[src/logic/sarsq_pkg.sv]
// Constants, register map and types for the converter sequencer control
//
// Contract
// - The converter clock is at most 18 MHz and every conversion takes at least 18 of its clocks.
// - Every finished conversion yields a twelve-bit result.
// - Eight selectable inputs are stepped through in turn without software help.
// - Moving between channels adds no idle cycles, so the aggregate rate stays the same.
// - Channels advance either by the internal scan machine or by firmware-issued steps.
// - Each channel keeps its own result buffer readable after a scan.
// - Each channel has its own programmable sample time applied when it is converted.
// - Each result is checked against a low and a high limit and a miss is flagged at once.
// - The reference is selectable among supply, half supply, internal reference or external pin.
// - The sample-and-hold aperture length is set by configuration.
// - The on-chip temperature sensor can be selected as a conversion input.
// - Nothing converts while a deep low-power or hibernate state is signalled.
package sarsq_pkg;
   // ----------------------------------------
   // Timing
   // ----------------------------------------
   localparam int SYS_CLK_MHZ = 100;
   localparam int CONV_CLK_MAX_MHZ = 18;
   // Least division so that the converter clock enable is at most the limit
   localparam int CONV_DIV = (SYS_CLK_MHZ + CONV_CLK_MAX_MHZ - 1) / CONV_CLK_MAX_MHZ;
   localparam int CONV_CLOCKS = 18;
   localparam int RES_BITS = 12;
   localparam int NUM_CH = 8;
   localparam int CH_W = 3;
   localparam int SMP_W = 8;
   // ----------------------------------------
   // Register offsets
   // ----------------------------------------
   localparam logic [11:0] ADDR_CTRL = 12'h000;
   localparam logic [11:0] ADDR_CHEN = 12'h004;
   localparam logic [11:0] ADDR_LIMIT = 12'h008;
   localparam logic [11:0] ADDR_STATUS = 12'h00C;
   localparam logic [11:0] ADDR_RANGE = 12'h010;
   localparam logic [11:0] ADDR_STEP = 12'h014;
   localparam logic [11:0] ADDR_SMP0 = 12'h020;
   localparam logic [11:0] ADDR_RES0 = 12'h040;
   localparam logic [11:0] ADDR_ID = 12'h060;
   // Arbitrary identification value
   localparam logic [31:0] ID_VALUE = 32'h0000_5A01;
   // ----------------------------------------
   // Control fields
   // ----------------------------------------
   localparam int CTRL_EN_B = 0;
   localparam int CTRL_FWSTEP_B = 1;
   localparam int CTRL_TEMP_B = 2;
   localparam int CTRL_REF_LSB = 4;
   localparam int CTRL_AP_LSB = 8;
   localparam logic [31:0] CTRL_RST = 32'h0000_0000;
   localparam logic [7:0] CHEN_RST = 8'h01;
   localparam logic [SMP_W-1:0] SMP_RST = 8'h04;
   localparam logic [RES_BITS-1:0] LIM_LO_RST = 12'h000;
   localparam logic [RES_BITS-1:0] LIM_HI_RST = 12'hFFF;
   // Reference choices
   typedef enum logic [1:0] {
      REF_VDD = 2'b00,
      REF_VDD_HALF = 2'b01,
      REF_INT = 2'b10,
      REF_EXT = 2'b11
   } sarsq_ref_t;
   typedef enum logic [1:0] {
      ST_IDLE = 2'b00,
      ST_SAMPLE = 2'b01,
      ST_CONV = 2'b10,
      ST_DONE = 2'b11
   } sarsq_state_t;
endpackage

[src/logic/sarsq_top.sv]
// Sequencer control for a twelve-bit successive-approximation converter
`timescale 1ns/1ps
module sarsq_top
   import sarsq_pkg::*;
(
   input wire logic i_clk,
   input wire logic i_srst,
   input wire logic [11:0] i_paddr,
   input wire logic i_psel,
   input wire logic i_penable,
   input wire logic i_pwrite,
   input wire logic [31:0] i_pwdata,
   output logic [31:0] o_prdata,
   output logic o_pready,
   output logic o_pslverr,
   input wire logic i_lowpower,
   input wire logic i_cmp,
   output logic o_conv_clk_en,
   output logic [CH_W-1:0] o_mux_sel,
   output logic o_temp_sel,
   output logic [1:0] o_ref_sel,
   output logic o_sample,
   output logic [RES_BITS-1:0] o_dac,
   output logic o_res_valid,
   input wire logic i_res_ready,
   output logic [RES_BITS-1:0] o_res_data,
   output logic [CH_W-1:0] o_res_ch,
   output logic o_range_irq
);
   // ----------------------------------------
   // Register file
   // ----------------------------------------
   logic [31:0] ctrl_q;
   logic [NUM_CH-1:0] chen_q;
   logic [RES_BITS-1:0] lim_lo_q, lim_hi_q;
   logic [NUM_CH-1:0] range_q;
   logic [SMP_W-1:0] smp_q [NUM_CH];
   logic [RES_BITS-1:0] res_q [NUM_CH];
   logic [NUM_CH-1:0] done_q;
   logic step_req_q;
   wire wr = i_psel && i_penable && i_pwrite;
   wire rd_acc = i_psel && i_penable;
   wire [2:0] idx = i_paddr[4:2];
   wire in_smp = i_paddr[11:5] == ADDR_SMP0[11:5];
   wire in_res = i_paddr[11:5] == ADDR_RES0[11:5];
   wire mapped = in_smp || in_res || i_paddr == ADDR_CTRL || i_paddr == ADDR_CHEN
      || i_paddr == ADDR_LIMIT || i_paddr == ADDR_STATUS || i_paddr == ADDR_RANGE
      || i_paddr == ADDR_STEP || i_paddr == ADDR_ID;
   wire aligned = i_paddr[1:0] == 2'b00;
   wire bad = !mapped || !aligned || (in_res && i_pwrite);
   wire en = ctrl_q[CTRL_EN_B] && !i_lowpower;
   wire fw_step = ctrl_q[CTRL_FWSTEP_B];
   wire [3:0] aperture = ctrl_q[CTRL_AP_LSB +: 4];
   assign o_pready = 1'b1;
   assign o_pslverr = rd_acc && bad;
   assign o_temp_sel = ctrl_q[CTRL_TEMP_B];
   assign o_ref_sel = ctrl_q[CTRL_REF_LSB +: 2];
   always_comb begin
      o_prdata = 32'h0000_0000;
      if (rd_acc && !i_pwrite && !bad) begin
         if (in_smp) o_prdata = {24'h000000, smp_q[idx]};
         else if (in_res) o_prdata = {20'h00000, res_q[idx]};
         else if (i_paddr == ADDR_CTRL) o_prdata = ctrl_q;
         else if (i_paddr == ADDR_CHEN) o_prdata = {24'h000000, chen_q};
         else if (i_paddr == ADDR_LIMIT) o_prdata = {4'h0, lim_hi_q, 4'h0, lim_lo_q};
         else if (i_paddr == ADDR_STATUS) o_prdata = {16'h0000, done_q, 7'h00, en};
         else if (i_paddr == ADDR_RANGE) o_prdata = {24'h000000, range_q};
         else if (i_paddr == ADDR_ID) o_prdata = ID_VALUE;
      end
   end
   // ----------------------------------------
   // Converter clock enable
   // ----------------------------------------
   logic [7:0] div_q;
   wire tick = div_q == 8'(CONV_DIV - 1);
   always_ff @(posedge i_clk) begin
      if (i_srst || tick) div_q <= 8'h00;
      else div_q <= div_q + 8'h01;
   end
   assign o_conv_clk_en = tick && en;
   // ----------------------------------------
   // Scan machine
   // ----------------------------------------
   sarsq_state_t st_q;
   logic [CH_W-1:0] ch_q;
   logic [8:0] cnt_q;
   logic [RES_BITS-1:0] sar_q;
   logic [3:0] bit_q;
   // Next enabled channel after the current one
   logic [CH_W-1:0] nxt_ch;
   always_comb begin
      nxt_ch = ch_q;
      for (int k = NUM_CH; k >= 1; k--) begin
         if (chen_q[CH_W'(32'(ch_q) + k)]) nxt_ch = CH_W'(32'(ch_q) + k);
      end
   end
   wire [8:0] smp_len = 9'(smp_q[ch_q]) + 9'(aperture);
   // Sample phase padded so sample plus conversion is never under the minimum
   wire [8:0] conv_pad = 9'(CONV_CLOCKS - RES_BITS);
   wire buf_ready;
   wire go_next = !fw_step || step_req_q;
   assign o_mux_sel = ch_q;
   assign o_sample = st_q == ST_SAMPLE;
   assign o_dac = sar_q;
   always_ff @(posedge i_clk) begin
      if (i_srst || !en) begin
         st_q <= ST_IDLE;
         ch_q <= '0;
         cnt_q <= '0;
         sar_q <= '0;
         bit_q <= 4'(RES_BITS - 1);
      end else if (tick) begin
         case (st_q)
            ST_IDLE: begin
               if (go_next && chen_q != '0) begin
                  st_q <= ST_SAMPLE;
                  cnt_q <= '0;
                  if (!chen_q[ch_q]) ch_q <= nxt_ch;
               end
            end
            ST_SAMPLE: begin
               cnt_q <= cnt_q + 9'h001;
               if (cnt_q + 9'h001 >= smp_len + conv_pad) begin
                  st_q <= ST_CONV;
                  sar_q <= RES_BITS'(1) << (RES_BITS - 1);
                  bit_q <= 4'(RES_BITS - 1);
               end
            end
            ST_CONV: begin
               // One result bit per converter clock
               if (!i_cmp) sar_q[bit_q] <= 1'b0;
               if (bit_q == 4'h0) st_q <= ST_DONE;
               else begin
                  bit_q <= bit_q - 4'h1;
                  sar_q <= (i_cmp ? sar_q : (sar_q & ~(RES_BITS'(1) << bit_q)))
                     | (RES_BITS'(1) << (bit_q - 4'h1));
               end
            end
            ST_DONE: begin
               if (buf_ready) begin
                  cnt_q <= '0;
                  if (go_next) begin
                     st_q <= ST_SAMPLE;
                     ch_q <= nxt_ch;
                  end else begin
                     // Point at the next channel so the following step converts it
                     st_q <= ST_IDLE;
                     ch_q <= nxt_ch;
                  end
               end
            end
            default: st_q <= ST_IDLE;
         endcase
      end
   end
   wire conv_done = tick && st_q == ST_DONE && buf_ready && en;
   wire [RES_BITS-1:0] result = sar_q;
   wire out_of_range = (result < lim_lo_q) || (result > lim_hi_q);
   // ----------------------------------------
   // Two-entry result buffer
   // ----------------------------------------
   logic [RES_BITS+CH_W-1:0] fb_q [2];
   logic [1:0] fcnt_q;
   logic frd_q, fwr_q;
   assign buf_ready = fcnt_q != 2'd2;
   assign o_res_valid = fcnt_q != 2'd0;
   assign {o_res_ch, o_res_data} = fb_q[frd_q];
   wire push = conv_done;
   wire pop = o_res_valid && i_res_ready;
   always_ff @(posedge i_clk) begin
      if (i_srst) begin
         fcnt_q <= 2'd0;
         frd_q <= 1'b0;
         fwr_q <= 1'b0;
         fb_q[0] <= '0;
         fb_q[1] <= '0;
      end else begin
         if (push) begin
            fb_q[fwr_q] <= {ch_q, result};
            fwr_q <= !fwr_q;
         end
         if (pop) frd_q <= !frd_q;
         fcnt_q <= fcnt_q + 2'(push) - 2'(pop);
      end
   end
   // ----------------------------------------
   // Register writes and status
   // ----------------------------------------
   wire wok = wr && !bad;
   always_ff @(posedge i_clk) begin
      if (i_srst) begin
         ctrl_q <= CTRL_RST;
         chen_q <= CHEN_RST;
         lim_lo_q <= LIM_LO_RST;
         lim_hi_q <= LIM_HI_RST;
         range_q <= '0;
         done_q <= '0;
         step_req_q <= 1'b0;
         for (int k = 0; k < NUM_CH; k++) begin
            smp_q[k] <= SMP_RST;
            res_q[k] <= '0;
         end
      end else begin
         if (wok && i_paddr == ADDR_CTRL) ctrl_q <= i_pwdata;
         if (wok && i_paddr == ADDR_CHEN) chen_q <= i_pwdata[7:0];
         if (wok && i_paddr == ADDR_LIMIT) begin
            lim_lo_q <= i_pwdata[11:0];
            lim_hi_q <= i_pwdata[27:16];
         end
         if (wok && in_smp) smp_q[idx] <= i_pwdata[SMP_W-1:0];
         // Step request held until the next converter tick in ST_IDLE or in ST_DONE with buffer space
         if (wok && i_paddr == ADDR_STEP && i_pwdata[0]) step_req_q <= 1'b1;
         else if (tick && (st_q == ST_IDLE || (st_q == ST_DONE && buf_ready))) step_req_q <= 1'b0;
         // Set beats write-one clear
         range_q <= (range_q & ~((wok && i_paddr == ADDR_RANGE) ? i_pwdata[7:0] : 8'h00))
            | ((conv_done && out_of_range) ? (8'h01 << ch_q) : 8'h00);
         done_q <= (done_q & ~((wok && i_paddr == ADDR_STATUS) ? i_pwdata[15:8] : 8'h00))
            | (conv_done ? (8'h01 << ch_q) : 8'h00);
         if (conv_done) res_q[ch_q] <= result;
      end
   end
   assign o_range_irq = range_q != '0;
   // ----------------------------------------
   // Checks
   // ----------------------------------------
   property p_range_set;
      @(posedge i_clk) disable iff (i_srst) conv_done && out_of_range |=> range_q[$past(ch_q)] && o_range_irq;
   endproperty
   a_range_set: assert property (p_range_set) else $error("range flag not set");
   property p_range_hold;
      @(posedge i_clk) disable iff (i_srst) o_range_irq && !(wok && i_paddr == ADDR_RANGE) |=> o_range_irq;
   endproperty
   a_range_hold: assert property (p_range_hold) else $error("range flag dropped");
   property p_lowpower;
      @(posedge i_clk) disable iff (i_srst) i_lowpower |-> !o_conv_clk_en ##1 st_q == ST_IDLE;
   endproperty
   a_lowpower: assert property (p_lowpower) else $error("active in low power");
   property p_res_store;
      @(posedge i_clk) disable iff (i_srst) conv_done |=> res_q[$past(ch_q)] == $past(result) && done_q[$past(ch_q)];
   endproperty
   a_res_store: assert property (p_res_store) else $error("result not stored");
   property p_ch_enabled;
      @(posedge i_clk) disable iff (i_srst) st_q == ST_CONV |-> chen_q[ch_q] || $past(chen_q[ch_q]);
   endproperty
   a_ch_enabled: assert property (p_ch_enabled) else $error("disabled channel converted");
   property p_conv_len;
      @(posedge i_clk) disable iff (i_srst) $rose(st_q == ST_CONV) |-> cnt_q >= conv_pad;
   endproperty
   a_conv_len: assert property (p_conv_len) else $error("conversion too short");
   property p_res_hold;
      @(posedge i_clk) disable iff (i_srst)
         o_res_valid && !i_res_ready |=> o_res_valid && $stable(o_res_data) && $stable(o_res_ch);
   endproperty
   a_res_hold: assert property (p_res_hold) else $error("result changed while stalled");
   property p_fw_wait;
      @(posedge i_clk) disable iff (i_srst) st_q == ST_IDLE && fw_step && !step_req_q && en |=> st_q == ST_IDLE;
   endproperty
   a_fw_wait: assert property (p_fw_wait) else $error("advanced without step");
   // ----------------------------------------
   // Timing, stepping and stream checks
   // ----------------------------------------
   property p_tick_gap;
      @(posedge i_clk) disable iff (i_srst) o_conv_clk_en |=> !o_conv_clk_en [*5];
   endproperty
   a_tick_gap: assert property (p_tick_gap) else $error("converter clock too fast");
   property p_no_idle;
      @(posedge i_clk) disable iff (i_srst)
         st_q == ST_DONE && tick && buf_ready && go_next && en |=> st_q == ST_SAMPLE;
   endproperty
   a_no_idle: assert property (p_no_idle) else $error("idle gap between channels");
   property p_step_go;
      @(posedge i_clk) disable iff (i_srst)
         st_q == ST_IDLE && tick && en && fw_step && step_req_q && chen_q != '0
         && !(wok && i_paddr == ADDR_STEP) |=> st_q == ST_SAMPLE && !step_req_q;
   endproperty
   a_step_go: assert property (p_step_go) else $error("step not taken");
   property p_mux_stable;
      @(posedge i_clk) disable iff (i_srst) (st_q == ST_SAMPLE || st_q == ST_CONV) && en |=> $stable(o_mux_sel);
   endproperty
   a_mux_stable: assert property (p_mux_stable) else $error("channel moved mid conversion");
   property p_w1c;
      @(posedge i_clk) disable iff (i_srst)
         wok && i_paddr == ADDR_RANGE && !conv_done |=> (range_q & $past(i_pwdata[7:0])) == '0;
   endproperty
   a_w1c: assert property (p_w1c) else $error("range flag not cleared");
   property p_irq_quiet;
      @(posedge i_clk) disable iff (i_srst) !o_range_irq && !(conv_done && out_of_range) |=> !o_range_irq;
   endproperty
   a_irq_quiet: assert property (p_irq_quiet) else $error("range flag set without cause");
   property p_lp_sample;
      @(posedge i_clk) disable iff (i_srst) i_lowpower |=> !o_sample;
   endproperty
   a_lp_sample: assert property (p_lp_sample) else $error("sampling in low power");
   property p_conv_steps;
      @(posedge i_clk) disable iff (i_srst)
         st_q == ST_CONV && tick && en && bit_q != 4'h0 |=> bit_q == $past(bit_q) - 4'h1;
   endproperty
   a_conv_steps: assert property (p_conv_steps) else $error("bit decision skipped");
   property p_conv_end;
      @(posedge i_clk) disable iff (i_srst) st_q == ST_CONV && tick && en && bit_q == 4'h0 |=> st_q == ST_DONE;
   endproperty
   a_conv_end: assert property (p_conv_end) else $error("conversion did not end");
   property p_stall;
      @(posedge i_clk) disable iff (i_srst) st_q == ST_DONE && !buf_ready && en |=> st_q == ST_DONE;
   endproperty
   a_stall: assert property (p_stall) else $error("result dropped while full");
   property p_push_valid;
      @(posedge i_clk) disable iff (i_srst) push |=> o_res_valid;
   endproperty
   a_push_valid: assert property (p_push_valid) else $error("pushed result not offered");
   c_done: cover property (@(posedge i_clk) conv_done);
   c_range: cover property (@(posedge i_clk) conv_done && out_of_range);
   c_full: cover property (@(posedge i_clk) fcnt_q == 2'd2);
   c_step: cover property (@(posedge i_clk) wok && i_paddr == ADDR_STEP);
   c_lowpower: cover property (@(posedge i_clk) i_lowpower && st_q == ST_IDLE);
endmodule // sarsq_top

[config.mk]
export PLATFORM = sky130hd
export DESIGN_NAME = sarsq_top
export DESIGN_NICKNAME = d
export VERILOG_FILES = /design/src/logic/sarsq_pkg.sv /design/src/logic/sarsq_top.sv
export SDC_FILE = /design/constraint.sdc
export NUM_CORES = 1
export LEC_CHECK = 0
export BUFFER_PORTS_ARGS = -buffer_cell sky130_fd_sc_hd__buf_4
export CORE_MARGIN = 2
export CORE_UTILIZATION = 60
export CTS_BUF_LIST = sky130_fd_sc_hd__clkbuf_8 sky130_fd_sc_hd__clkbuf_16
export DETAILED_ROUTE_END_ITERATION = 7
export HOLD_SLACK_MARGIN = 0.08
export PLACE_DENSITY = 0.9
export SLEW_MARGIN = 20
export SYNTH_ARGS = -nofsm -noshare
export SYNTH_HDL_FRONTEND = slang
export SYNTH_SLANG_ARGS = --single-unit
[constraint.sdc]
create_clock -name i_clk -period 9.4 [get_ports i_clk]
set_clock_uncertainty 0.1 [all_clocks]
set_input_delay 0.94 -clock i_clk [delete_from_list [all_inputs] [get_ports i_clk]]
set_output_delay 0.94 -clock i_clk [all_outputs]
set_load 0.05 [all_outputs]
==> results.md <==
- CTS buffer count: 35
- Critical Path AT: 6.00 ns
- Final setup TNS: 0 ns
- Rel. slew slack: 30.4%
- Average wire per standard cell: 23.3 µm
- Port Buffer Count: 121
- Final period utilization: 60.7%
- Number of nets with antenna violations after routing: 0
- Peak VDD IR: 0.145 mV
- Max Root-Sink Buffers: 3
- Yosys top cell area share: 33.0%
- Die Ht: 174 µm
- Clock Sinks: 317
- Pre-CTS setup slack: 3.74 ns
- Final Max Tran Viols: 0
- Status: finished, final reports clean
- Layout Cells excl Fill: 2087
- Routed vias: 13886
- Worst Path Max Fanout: 16
- Std-Cell Core Area: 28500 µm²
- Pwr Total: 0.00309 W
- P&R area growth vs syn: 12.9%
- Final Hold Viols: 0
- Slew @ Worst Pin: 1.04 ns
- Hold slack: 0.351 ns
- Pleak: 8.00 nW
- P per Cell Area: 159 nW/µm²
- CTS tree: yes
- Worst setup margin: 3.70 ns
- Worst skew pair latency: 0.53 ns
- Pin count of the biggest net entering global routing: 76
- Setup Buffers After CTS: 0
- Via density: 6.65
- Area contributors post-synth: edfxtp_1, dfxtp_1, mux4_2
- Register bit count reported by yosys: 317
- Worst r2r path cells: 17
- WHS Path Cells: 2
- Critical path endpoint category: flip-flop
- Final setup fails: 0
- Fraction of layout instances using a drive strength above 1: 18.8%
- Crit path cell chain: mux4_2, mux2i_1, ha_1, inv_1, ha_1, a21o_1, a21oi_1, inv_1, a21oi_1, nor2_1, xor2_1, ha_1, nand3_1, o31a_1, nor4_4, nand2_1, a311o_1
- Number of cell rows: 62
- Buf/Inv on CP: 2
- # hold bufs at CTS: 0
- Hold crit path type: reg -> reg
- CP delay by family, top: compound AO/OA/AOI/OAI gates
- Worst Path Required: 9.70 ns
- Ys flop type: edfxtp_1
- Synth cell count leaders: edfxtp_1, nand2_1, and3_1
- GPL Wtd Cong: 0.936
- Final #Nets: 1798
- Drt initial violations: 1805
- Initial antenna violation count: 0
- Hpwl dp: 32700 µm
- Top-count cell post-synth: edfxtp_1
- Asr flop ratio synth: 0%
- Die width: 174 µm
- Critical Path Source Type: flip-flop
- Inst Count DP: 2023
- Total grt overflow: 0
- Sequential fraction of the synthesis area: 47.7%
- Cell Area, Synth: 17300 µm²
- Post-cts resize count: 0
- Ant diodes: 0
- H-tree Lvls: 2
- Number of global-route vias before repair: 13647
- R2R Setup Slk: 3.70 ns
- Yosys cell types: 66
- Critical path class: reg -> reg
- Final WL: 48600 µm
- Fmax: 175 MHz
- DRT Pass-1 Iters: 8
- First-pass GRT wire length: 74800 µm
- Initial core utilization: 60.5%
- Worst path most repeated cell: ha_1
- Gr usage total: 31.8%
- Syn nets: 1733
- RSZ-0062 raised after global routing: no
- # DRC: 0
- Slowest stage delay, CP: 1.01 ns
- Average size of a mapped cell: 10.7 µm²
- Synth Instances: 1611
- Syn. warnings: 0
- Minimum clock period: 5.70 ns
- Max cap viols: 0
- Die Area: 30200 µm²
- Crit path depth: 17
- Critical path's slowest cell: dfxtp_1
- Root Buffer: clkbuf_16
- I/O pin count: 123
- Number of flops mapped to enable cells by yosys: 190
- Worst-path clk slew: 0.06 ns
- Top cell type by total area after synthesis: edfxtp_1
==> tightest hold or removal path, delay by kind of cell (launching register included) <==
family / cells / cell delay, ns
AND/OR/NAND/NOR: 1 / 0.05
flip-flops: 1 / 0.30
AO/OA/AOI/OAI: 1 / 0.05
==> power by group <==
| part | internal (W) | leakage, nW | switching, W |
|---|---|---|---|
| combinational | 0.0000953 | 4.58 | 0.000153 |
| sequential | 0.00151 | 2.83 | 0.0000247 |
| clock | 0.000741 | 0.588 | 0.000564 |
| total | 0.00235 | 8.00 | 0.000741 |
==> sequential cells by signal, summed over array words and instances, names as in the netlist, 2 cells and up, named ones only <==
| register | flops |
|---|---|
| smp_q | 64 |
| cnt_q | 9 |
| st_q | 2 |
| ctrl_q | 32 |
| done_q | 8 |
| lim_hi_q | 12 |
| bit_q | 4 |
| o_mux_sel | 3 |
| fb_q | 30 |
| chen_q | 8 |
| div_q | 8 |
| res_q | 96 |
| range_q | 8 |
| lim_lo_q | 12 |
| o_dac | 12 |
| fcnt_q | 2 |
==> final timing paths <==
path / startpoint / end
setup reg to reg: flip-flop / o_dac[3]$_SDFFE_PP0P_
hold / removal: ctrl_q[28]$_SDFFE_PP0P_ / ctrl_q[28]$_SDFFE_PP0P_
hold reg to reg: ctrl_q[28]$_SDFFE_PP0P_ / ctrl_q[28]$_SDFFE_PP0P_
setup / recovery: flip-flop / o_dac[3]$_SDFFE_PP0P_
==> through the flow <==
step / util, % / area, µm²
floorplan: - / 17300
global placement: 64.4 / 18400
detailed placement: 64.4 / 18400
CTS: 68.3 / 19500
global route: 68.3 / 19500
finish: 68.3 / 19500
==> layout by cell type, fill, tap and decap left out, types with 15 or more instances in the layout <==
cell type / netlist / layout
o21ai_0: 38 / 38
and3_1: 134 / 134
a22oi_1: 18 / 18
nor2_1: 93 / 91
nand3_1: 25 / 25
edfxtp_1: 190 / 190
inv_1: 52 / 63
a21oi_1: 109 / 109
mux2i_1: 41 / 41
ha_1: 69 / 69
nor3_1: 18 / 16
nand2b_1: 29 / 29
dfxtp_1: 127 / 127
and2_1: 78 / 78
mux2_2: 22 / 22
mux4_2: 68 / 68
a21o_1: 22 / 22
xor2_1: 15 / 15
clkbuf_16: 0 / 35
buf_4: 5 / 145
nand2_1: 177 / 177
==> per-layer routing <==
layer / vias to the layer above / global-route usage [%] / wire [µm] / share of wire (%)
li1: 6017 / - / - / -
met1: 6648 / 40.8 / 17300 / 36
met2: 982 / 50.6 / 22500 / 46
met3: 237 / 7.48 / 5870 / 12
met4: 2 / 17.0 / 2910 / 6.0
met5: - / 0 / 15 / 0.031
==> cells by family (layout without fill, tap and decap cells) <==
logic type / after synthesis / after routing / share of synthesized area [%]
other: 1 / 1 / 0.0217
muxes: 131 / 131 / 12.7
buffers and inverters: 169 / 261 / 3.90
xor gates and xnor gates: 25 / 25 / 1.27
DFF: 317 / 317 / 47.7
and+or+nand+nor: 637 / 637 / 19.6
AOI/OAI and AO/OA: 261 / 261 / 9.65
adders and majority gates: 70 / 70 / 5.11
==> area by class of cell <==
| type | instances | area (µm²) |
|---|---|---|
| repair buffers | 145 | 1090 |
| fillers | 1976 | 9040 |
| clock inverters | 22 | 138 |
| well taps | 384 | 480 |
| multi-input cells | 1125 | 8380 |
| clock buffers | 42 | 972 |
| inverters | 52 | 195 |
| flip-flops and latches | 317 | 8250 |
(Power assumes the default switching activity.)
